## config.mk

```make
export PLATFORM = sky130hd
export DESIGN_NAME = abp_host_port
export DESIGN_NICKNAME = d
export VERILOG_FILES = /design/src/design/abp_fifo.v /design/src/design/abp_host_port.v
export VERILOG_INCLUDE_DIRS = /design/src /design/src/design
export SDC_FILE = /design/constraint.sdc
export NUM_CORES = 1
export LEC_CHECK = 0
export ABC_AREA = 1
export BUFFER_PORTS_ARGS = -buffer_cell sky130_fd_sc_hd__buf_2
export CAP_MARGIN = 20
export CORE_ASPECT_RATIO = 1.1
export CORE_MARGIN = 10
export CORE_UTILIZATION = 25
export CTS_CLUSTER_DIAMETER = 50
export CTS_CLUSTER_SIZE = 28
export DETAILED_ROUTE_END_ITERATION = 8
export PLACE_DENSITY = 0.43
export SLEW_MARGIN = 20
export SYNTH_ARGS = -nofsm -noshare
export SYNTH_HDL_FRONTEND = slang
export SYNTH_SLANG_ARGS = --single-unit
```

## constraint.sdc

```tcl
create_clock -name clk -period 3.8 [get_ports clk]
set_input_delay 0.76 -clock clk [delete_from_list [all_inputs] [get_ports clk]]
set_output_delay 0.76 -clock clk [all_outputs]
set_load 0.05 [all_outputs]
```

## src/design/abp_defines.vh

```
// constants for the byte-wide converter host port
// assumes inclusion by bare name from the design files
`ifndef ABP_DEFINES_VH
`define ABP_DEFINES_VH

`define ABP_RES_W 10
`define ABP_BUS_W 8
`define ABP_CFG_RST 8'h00
`define ABP_RES_RST 10'h000
`define ABP_CFG_EXT_ACQ_BIT 5
`define ABP_ACQ_FALLS 4
`define ABP_CONV_FALLS 12
`define ABP_INT_CLK_DIV 4
`define ABP_FIFO_DEPTH 4

`endif

```

## src/design/abp_fifo.v

```verilog
// small flip-flop FIFO with valid/ready on both sides
// assumes one clock and an asynchronous active-high reset
`timescale 1ns/1ps
module abp_fifo #(
  parameter WIDTH = 10,
  parameter DEPTH = 4,
  parameter AW = 2
) (
  input wire clk,
  input wire rst,
  input wire in_valid,
  output wire in_ready,
  input wire [WIDTH-1:0] in_data,
  output wire out_valid,
  input wire out_ready,
  output wire [WIDTH-1:0] out_data
);
  reg [WIDTH-1:0] mem_r [0:DEPTH-1];
  reg [AW-1:0] wr_ptr_r;
  reg [AW-1:0] rd_ptr_r;
  reg [AW:0] count_r;
  wire push;
  wire pop;
  integer i;

  assign in_ready = (count_r != DEPTH[AW:0]);
  assign out_valid = (count_r != {(AW+1){1'b0}});
  assign out_data = mem_r[rd_ptr_r];
  assign push = in_valid & in_ready;
  assign pop = out_valid & out_ready;

  // wrap by hand so depths that are not a power of two still work
  function [AW-1:0] next_ptr;
    input [AW-1:0] p;
    begin
      if (p == DEPTH[AW-1:0] - 1'b1 || DEPTH == (1 << AW) && p == {AW{1'b1}})
        next_ptr = {AW{1'b0}};
      else
        next_ptr = p + 1'b1;
    end
  endfunction

  always @(posedge clk or posedge rst) begin
    if (rst) begin
      wr_ptr_r <= {AW{1'b0}};
      rd_ptr_r <= {AW{1'b0}};
      count_r <= {(AW+1){1'b0}};
      for (i = 0; i < DEPTH; i = i + 1) begin
        mem_r[i] <= {WIDTH{1'b0}};
      end
    end else begin
      if (push) begin
        mem_r[wr_ptr_r] <= in_data;
        wr_ptr_r <= next_ptr(wr_ptr_r);
      end
      if (pop) begin
        rd_ptr_r <= next_ptr(rd_ptr_r);
      end
      if (push && !pop) begin
        count_r <= count_r + 1'b1;
      end else if (pop && !push) begin
        count_r <= count_r - 1'b1;
      end
    end
  end
endmodule // abp_fifo

```

## src/design/abp_host_port.v

```verilog
// device side of a byte-wide parallel host port for a 10-bit converter
// assumes host strobes are synchronous to clk; analog result arrives on sample_value
`timescale 1ns/1ps
`include "abp_defines.vh"
module abp_host_port #(
  parameter RES_W = `ABP_RES_W,
  parameter ACQ_FALLS = `ABP_ACQ_FALLS,
  parameter CONV_FALLS = `ABP_CONV_FALLS,
  parameter INT_CLK_DIV = `ABP_INT_CLK_DIV,
  parameter FIFO_DEPTH = `ABP_FIFO_DEPTH
) (
  input wire clk,
  input wire rst,
  input wire cs_n,
  input wire rd_n,
  input wire wr_n,
  input wire byte_half_select,
  input wire conv_clk,
  input wire int_clk_mode,
  input wire [7:0] data_in,
  output reg [7:0] data_out,
  output reg [7:0] data_oe,
  output reg done_n,
  input wire [RES_W-1:0] sample_value,
  output reg [7:0] config_byte,
  output reg tracking,
  output reg converting
);
  localparam ST_IDLE = 3'd0;
  localparam ST_ACQ_INT = 3'd1;
  localparam ST_ACQ_EXT = 3'd2;
  localparam ST_CONV = 3'd3;
  localparam ST_PUSH = 3'd4;

  reg [2:0] state_r;
  reg [2:0] state_nxt;
  reg [7:0] cfg_r;
  reg [7:0] cfg_nxt;
  reg [7:0] cnt_r;
  reg [7:0] cnt_nxt;
  reg [RES_W-1:0] held_r;
  reg [RES_W-1:0] held_nxt;
  reg rd_d_r;
  reg wr_d_r;
  reg clk_pin_d_r;
  reg [7:0] div_r;
  reg int_clk_r;
  reg int_clk_d_r;
  reg [RES_W-1:0] result_r;
  reg result_full_r;
  reg low_read_r;

  wire rd_fall;
  wire wr_rise;
  wire clk_fall;
  wire ext_acq;
  wire fifo_in_valid;
  wire fifo_in_ready;
  wire fifo_out_valid;
  wire fifo_out_ready;
  wire [RES_W-1:0] fifo_out_data;

  // pins are synchronous, so one delayed copy is enough for edge detection
  assign rd_fall = ~rd_n & rd_d_r & ~cs_n;
  assign wr_rise = wr_n & ~wr_d_r & ~cs_n;
  assign ext_acq = cfg_r[`ABP_CFG_EXT_ACQ_BIT];

  // internal clock comes from a divider; the pin is then ignored
  assign clk_fall = int_clk_mode ? (int_clk_d_r & ~int_clk_r)
                                 : (clk_pin_d_r & ~conv_clk);

  function [7:0] bus_byte;
    input [RES_W-1:0] res;
    input hi;
    begin
      if (hi)
        bus_byte = {6'h00, res[9:8]};
      else
        bus_byte = res[7:0];
    end
  endfunction

  always @(posedge clk or posedge rst) begin
    if (rst) begin
      rd_d_r <= 1'b1;
      wr_d_r <= 1'b1;
      clk_pin_d_r <= 1'b0;
      div_r <= 8'h00;
      int_clk_r <= 1'b0;
      int_clk_d_r <= 1'b0;
    end else begin
      rd_d_r <= rd_n;
      wr_d_r <= wr_n;
      clk_pin_d_r <= conv_clk;
      int_clk_d_r <= int_clk_r;
      if (div_r == INT_CLK_DIV[7:0] - 8'h01) begin
        div_r <= 8'h00;
        int_clk_r <= ~int_clk_r;
      end else begin
        div_r <= div_r + 8'h01;
      end
    end
  end

  // acquisition and conversion sequencer
  always @* begin
    state_nxt = state_r;
    cfg_nxt = cfg_r;
    cnt_nxt = cnt_r;
    held_nxt = held_r;
    case (state_r)
      ST_IDLE: begin
        // a full FIFO refuses new starts, which is the back-pressure
        if (wr_rise && fifo_in_ready) begin
          cfg_nxt = data_in;
          cnt_nxt = 8'h00;
          if (data_in[`ABP_CFG_EXT_ACQ_BIT])
            state_nxt = ST_ACQ_EXT;
          else
            state_nxt = ST_ACQ_INT;
        end
      end
      ST_ACQ_INT: begin
        if (clk_fall) begin
          if (cnt_r == ACQ_FALLS[7:0] - 8'h01) begin
            held_nxt = sample_value;
            cnt_nxt = 8'h00;
            state_nxt = ST_CONV;
          end else begin
            cnt_nxt = cnt_r + 8'h01;
          end
        end
      end
      ST_ACQ_EXT: begin
        if (wr_rise) begin
          held_nxt = sample_value;
          cnt_nxt = 8'h00;
          state_nxt = ST_CONV;
        end
      end
      ST_CONV: begin
        if (clk_fall) begin
          if (cnt_r == CONV_FALLS[7:0] - 8'h01)
            state_nxt = ST_PUSH;
          else
            cnt_nxt = cnt_r + 8'h01;
        end
      end
      ST_PUSH: begin
        if (fifo_in_ready)
          state_nxt = ST_IDLE;
      end
      default: begin
        state_nxt = ST_IDLE;
      end
    endcase
  end

  assign fifo_in_valid = (state_r == ST_PUSH);

  always @(posedge clk or posedge rst) begin
    if (rst) begin
      state_r <= ST_IDLE;
      cfg_r <= `ABP_CFG_RST;
      cnt_r <= 8'h00;
      held_r <= `ABP_RES_RST;
      config_byte <= `ABP_CFG_RST;
      tracking <= 1'b0;
      converting <= 1'b0;
    end else begin
      state_r <= state_nxt;
      cfg_r <= cfg_nxt;
      cnt_r <= cnt_nxt;
      held_r <= held_nxt;
      config_byte <= cfg_nxt;
      tracking <= (state_nxt == ST_ACQ_INT) || (state_nxt == ST_ACQ_EXT);
      converting <= (state_nxt == ST_CONV) || (state_nxt == ST_PUSH);
    end
  end

  abp_fifo #(
    .WIDTH(RES_W),
    .DEPTH(FIFO_DEPTH),
    .AW(2)
  ) u_fifo (
    .clk(clk),
    .rst(rst),
    .in_valid(fifo_in_valid),
    .in_ready(fifo_in_ready),
    .in_data(held_r),
    .out_valid(fifo_out_valid),
    .out_ready(fifo_out_ready),
    .out_data(fifo_out_data)
  );

  // the output slot is refilled only after the high byte has been read
  assign fifo_out_ready = ~result_full_r;

  always @(posedge clk or posedge rst) begin
    if (rst) begin
      result_r <= `ABP_RES_RST;
      result_full_r <= 1'b0;
      low_read_r <= 1'b0;
      done_n <= 1'b1;
    end else begin
      if (!result_full_r && fifo_out_valid) begin
        result_r <= fifo_out_data;
        result_full_r <= 1'b1;
        low_read_r <= 1'b0;
        done_n <= 1'b0;
      end else if (rd_fall) begin
        done_n <= 1'b1;
        if (!byte_half_select)
          low_read_r <= 1'b1;
        else
          result_full_r <= 1'b0;
      end
    end
  end

  // bus drive follows the strobes one cycle later
  always @(posedge clk or posedge rst) begin
    if (rst) begin
      data_out <= 8'h00;
      data_oe <= 8'h00;
    end else begin
      if (!cs_n && !rd_n) begin
        data_out <= bus_byte(result_r, byte_half_select);
        data_oe <= 8'hff;
      end else begin
        data_out <= 8'h00;
        data_oe <= 8'h00;
      end
    end
  end
endmodule // abp_host_port

```

==> metrics.cfg, run 1 <==
[status]
status = completed

[final_layout]
syn_to_final_growth_pct = 14.8
antenna_cells = 0
fill_cells = 2135
drive_gt1_frac = 0.154
layout.nets = 661
final_core_util = 0.292

[clock_tree]
htreeDepth = 3
clkTransAtPathRegs_ps = 70
clk_latency_ps = 350
cts_root_buf = clkbuf_16
cts.repair.resized = 0
clockBufferDepth = 2
numCtsBuffers = 9
hold_buffers = 0
postCtsSetupRepairBufs = 0
cts_tree = yes
cts_sinks = 112

[sta]
finalHoldViolations = 0
clock_skew_ps = 8.16
fin_setup_tns_ps = 0
rsz0062_at_grt = no
finalMaxSlewViolations = 0
period_needed_ps = 2170
worstMarginPinSlew_ps = 744
period_share = 0.571
max_freq_mhz = 461
setup_viol = 0
slew_headroom = 0.500

[synthesis]
synthTopCellsByArea = dfrtp_1, nand2_1, o21ai_0, nor2_1, inv_1
yosysTopAreaCell = dfrtp_1
yosysWarnings = 0
syn_area_um2 = 5080
synthesis.nets = 620
synth_top_cell_area_share = 0.537
synth_cell_types = 32
synth_seq_cells = 112
syn_avg_cell_area_um2 = 8.68
yosysSeqAreaShare = 0.553
syn-instance-count = 585

[global_route]
antenna_found_initial = 1
grt_overflow_total = 0
grt_use_total = 0.0920
grt_max_degree = 55
grt_pass1_wl_um = 19700
grt_pass1_vias = 3758

[detailed_routing]
wirelength_um = 11700
drc = 0
via_per_inst = 4.29
first_iter_violations = 269
vias = 3789
ant_nets = 0
avgRoutedWirePerCell_um = 13.2
first_pass_iters = 5

[worst_setup_path]
reg2reg_from = u_fifo.count_r[0]
r2r-end = u_fifo.count_r[2]
critPathLaunchType = register
crit_fanout = 9
end_kind = register
cpMaxStageDelayCell = dfrtp_1
worstPathArrival_ps = 2400
critPathRequiredTime_ps = 4030
worstPathCellList = nor2_1, nand2_1, nand4_1, inv_2, ha_1, inv_1, fa_1, a21oi_1, o21ai_0, xnor2_1
worstRegToRegCells = 10
worst-setup-path-type = register to register
cpPeakStageDelay_ps = 440
reg2reg_slack_ps = 1630

[placement]
place.port_buffers = 52
gp_congestion = 0.797
hpwl_um = 8350

[floorplanning]
die_w_um = 156
die_y_um = 169
core-area_um2 = 19900
ios = 53
die_area_um2 = 26400
row_count = 54
initial_utilization = 0.255

[flow_run]
maxCapViolations = 0

[worst_hold_path]
worstHoldPathType = register to register
min_path_cells = 0
min_to = int_clk_d_r
min_from = int_clk_r

[power_and_ir_drop]
powerDensity_nw_per_um2 = 562
max-vdd-ir-drop_v = 0.000211
leakagePower_nw = 2.90

cells in the mapped netlist, drive strengths merged:
master and number:
a21oi 8, a31oi 4, buf 17, clkbuf 10, dfrtp 109, dfstp 3, fa 1, ha 8
inv 60, mux2 8, nand2 149, nand3 39, nand3b 1, nand4 3, nor2 61, nor3 9
nor3b 1, nor4 1, o21ai 77, o21bai 1, o22ai 7, xnor2 2, xor2 6
where the power goes:
group          internal [mW]  total, mW  switching [mW]  leakage (nW)
Sequential              1.36       1.53           0.170          1.47
Combinational          0.275      0.829           0.555          1.29
Clock                  0.455      0.911           0.456         0.135
Total                   2.09       3.27            1.18          2.90
kinds of logic (layout without fill, tap and decap cells):
group | count (synthesis) | after routing | share of synthesized area
AOI/OAI and AO/OA | 97 | 97 | 0.0996
xor gates and xnor gates | 8 | 8 | 0.0138
adders and majority gates | 9 | 9 | 0.0237
DFF | 112 | 112 | 0.553
muxes | 8 | 8 | 0.0177
and+or+nand+nor | 264 | 264 | 0.220
buffers and inverters | 87 | 133 | 0.0727
per-stage QoR:
stage	hold WS, ps	worst slack (ps)	area, um2	instances	power, mW
after floorplan	392	86.0	5080	585	2.16
after global placement	437	1650	5550	867	2.39
after detailed placement	437	1680	5550	867	2.40
after CTS	448	1630	5830	883	3.34
after global routing	456	1450	5830	883	3.53
final	440	1630	5830	883	3.27
placed cells by master, fill, tap and decap left out, drive strengths merged, types with 8 or more instances in the layout:
cell type / instances
ha: 8
buf: 57
nand3: 39
clkbuf: 10
inv: 63
a21oi: 8
dfrtp: 109
nand2: 149
nor3: 9
mux2: 8
o21ai: 77
nor2: 61
worst max path at each step:
stage          cells after the start  slack [ps]                end               from
2_1_floorplan                      1          90           cfg_r[0]                rst
3_3_place_gp                      10        1650  u_fifo.count_r[2]  u_fifo.count_r[0]
3_5_place_dp                      10        1680  u_fifo.count_r[2]  u_fifo.count_r[0]
4_1_cts                           10        1630  u_fifo.count_r[2]  u_fifo.count_r[0]
5_1_grt                           10        1450  u_fifo.count_r[2]  u_fifo.count_r[0]
6_report                          10        1630  u_fifo.count_r[2]  u_fifo.count_r[0]
registers in the layout, indices dropped and copies added, names as in the netlist, 2 cells and up:
register	count
state_r	3
cfg_r	8
u_fifo.mem_r	40
held_r	10
u_fifo.count_r	3
cnt_r	8
div_r	8
result_r	10
u_fifo.wr_ptr_r	2
u_fifo.rd_ptr_r	2
data_out	8
layout make-up:
cell class / instances / area, um2 / share of cell area
Clock inverter: 6 / 50.0 / 0.00859
Timing Repair Buffer: 57 / 298 / 0.0511
Multi-Input combinational cell: 386 / 1900 / 0.326
Tap cell: 252 / 315 / 0.0541
Inverter: 60 / 228 / 0.0391
Sequential cell: 112 / 2810 / 0.482
Clock buffer: 10 / 229 / 0.0393
critical path: cells and delay by family, from the launching register on:
kind                       cells  cell delay, ps
xor gates and xnor gates       1             140
adders and majority gates      2             540
buffers and inverters          2             230
AOI/OAI and AO/OA              2             270
and+or+nand+nor                3             430
DFF                            1             440
layer usage:
| layer | vias to the layer above | global-route usage | routed length [um] |
|---|---|---|---|
| li1 | 1946 | - | - |
| met1 | 1752 | 0.125 | 5820 |
| met2 | 78 | 0.134 | 4940 |
| met3 | 13 | 0.0276 | 703 |
| met4 | 0 | 0.0357 | 187 |
| met5 | - | 0 | 0 |
(Power assumes the default switching activity.)
==> run 2: changes to the inputs <==
==> constraint.sdc (replaced) <==
create_clock -name clk -period 1.8 [get_ports clk]
set_input_delay 0.36 -clock clk [delete_from_list [all_inputs] [get_ports clk]]
set_output_delay 0.36 -clock clk [all_outputs]
set_load 0.05 [all_outputs]
==> metrics.cfg, run 2 (synthesis gave the netlist of run 1 again) <==
[detailed_routing]
via_per_inst = 4.36  ; +1.5%
avgRoutedWirePerCell_um = 13.5  ; +2.0%
wirelength_um = 12400  ; +6.0%
first_pass_iters = 4  ; -1
first_iter_violations = 198  ; -26%
vias = 3998  ; +5.5%
drc = 0  ; unchanged
ant_nets = 0  ; unchanged

[placement]
place.port_buffers = 52  ; unchanged
hpwl_um = 8830  ; +5.8%
gp_congestion = 0.805  ; +1.1%

[sta]
period_needed_ps = 1800  ; -374 ps
period_share = 0.998  ; +0.427
max_freq_mhz = 557  ; +21%
rsz0062_at_grt = yes
clock_skew_ps = 14.0  ; +5.84 ps
finalHoldViolations = 0  ; unchanged
slew_headroom = 0.673  ; +0.173
finalMaxSlewViolations = 0  ; unchanged
setup_viol = 0  ; unchanged
worstMarginPinSlew_ps = 490  ; -254 ps

[final_layout]
final_core_util = 0.310  ; +0.0177
largest_reg_flops = 40  ; unchanged
largest_registers = u_fifo.mem_r (40), held_r (10), result_r (10)
syn_to_final_growth_pct = 21.7
final_cell_mix = nand2_1, dfrtp_1, o21ai_0, nor2_1, inv_1
regMostFlops = u_fifo.mem_r
final_common_cell = nand2_1
antenna_cells = 0  ; unchanged
drive_gt1_frac = 0.218  ; +0.0640
layout.nets = 696  ; +5.3%

[worst_setup_path]
worstPathArrival_ps = 2040  ; -360 ps
cpPeakStageDelay_ps = 440  ; about the same
crit_fanout = 3  ; -6
cp_common_cell = inv_2
critPathLaunchType = register
cpMaxStageDelayCell = dfrtp_1
worst-setup-path-type = register to register
worstPathCellList = nor2_4, nand2_2, nand4_1, inv_2, ha_4, inv_2, fa_2, mux2_4
path_delay_family = adder cells
critPathRequiredTime_ps = 2040  ; -1990 ps
reg2reg_from = u_fifo.count_r[1]
cp.buffers_inverters = 2  ; unchanged
end_kind = register
setup.worst_path.start = u_fifo.count_r[1]

[power_and_ir_drop]
max-vdd-ir-drop_v = 0.000530  ; +150%
powerDensity_nw_per_um2 = 1180  ; +110%
leakagePower_nw = 3.09  ; +6.4%
total_power_mw = 7.30  ; +120%

[floorplanning]
die_y_um = 169  ; unchanged
ios = 53  ; unchanged
row_count = 54  ; unchanged
initial_utilization = 0.255  ; unchanged
die_w_um = 156  ; unchanged
die_area_um2 = 26400  ; unchanged
core-area_um2 = 19900  ; unchanged

[flow_run]
maxCapViolations = 0  ; unchanged

[clock_tree]
clockBufferDepth = 2  ; unchanged
cts_sinks = 112  ; unchanged
clk_latency_ps = 360  ; about the same
numCtsBuffers = 9  ; unchanged
cts_tree = yes
cts_root_buf = clkbuf_16
htreeDepth = 3  ; unchanged
clkTransAtPathRegs_ps = 70  ; about the same

[status]
status = completed

[global_route]
grt_overflow_total = 0  ; unchanged
antenna_found_initial = 0  ; -1
grt_use_total = 0.0974  ; +0.00540
grt_pass1_wl_um = 20800  ; +5.2%
grt_pass1_vias = 4066  ; +8.2%
grt_max_degree = 41  ; -25%

[worst_hold_path]
worstHoldPathType = input port to async pin

run 2: metal layers:
layer / up-vias / wire length, um / GRT usage
li1: 2024 / - / -
met1: 1902 / 5780 / 0.126
met2: 60 / 5800 / 0.154
met3: 12 / 610 / 0.0251
met4: 0 / 165 / 0.0349
met5: - / 0 / 0
run 2: repair_timing:
item | 4_1_cts | 5_1_grt
hold buffers | 0 | 0
setup endpoints to repair | 2 | 20
resized for setup | 5 | 8
pin swaps | 2 | 5
buffers inserted | 4 | 5
run 2: stage by stage:
stage / hold WS, ps / instances / setup WS, ps / TNS (ps) / area (um2)
floorplan: 364 / 585 / -25.4 / -44.4 / 5090
global placement: 417 / 893 / 12.9 / 0 / 5790
detailed placement: 418 / 893 / -31.5 / -58.5 / 5790
CTS: 39.6 / 913 / -10.8 / -18.6 / 6120
global route: 69.2 / 918 / -76.8 / -107 / 6180
finish: 22.5 / 918 / 4.44 / 0 / 6180
run 2: area by class of cell:
type,instances,area [um2]
clock inverter,6,50.0
timing repair buffer,92,598
inverter,60,229
sequential,112,2810
tap,252,315
fill,2126,13800
clock buffer,10,229
multi-input combinational,386,1950
run 2: final timing paths:
| path | endpoint | cells past startpoint | slack [ps] |
|---|---|---|---|
| max in group asynchronous | held_r[8] | 3 | 1090 |
| worst max-delay path | u_fifo.count_r[1] | 8 | 4 |
| worst max register to register | u_fifo.count_r[1] | 8 | 4 |
| min in group clk | wr_d_r | 1 | 110 |
| worst min register to register | int_clk_d_r | 0 | 430 |
| worst min-delay path | data_oe[6] | 2 | 20 |
run 2: power by group:
part / switching, mW / internal (mW)
sequential: 0.237 / 2.88
clock: 0.990 / 0.965
combinational: 1.40 / 0.831
total: 2.62 / 4.68
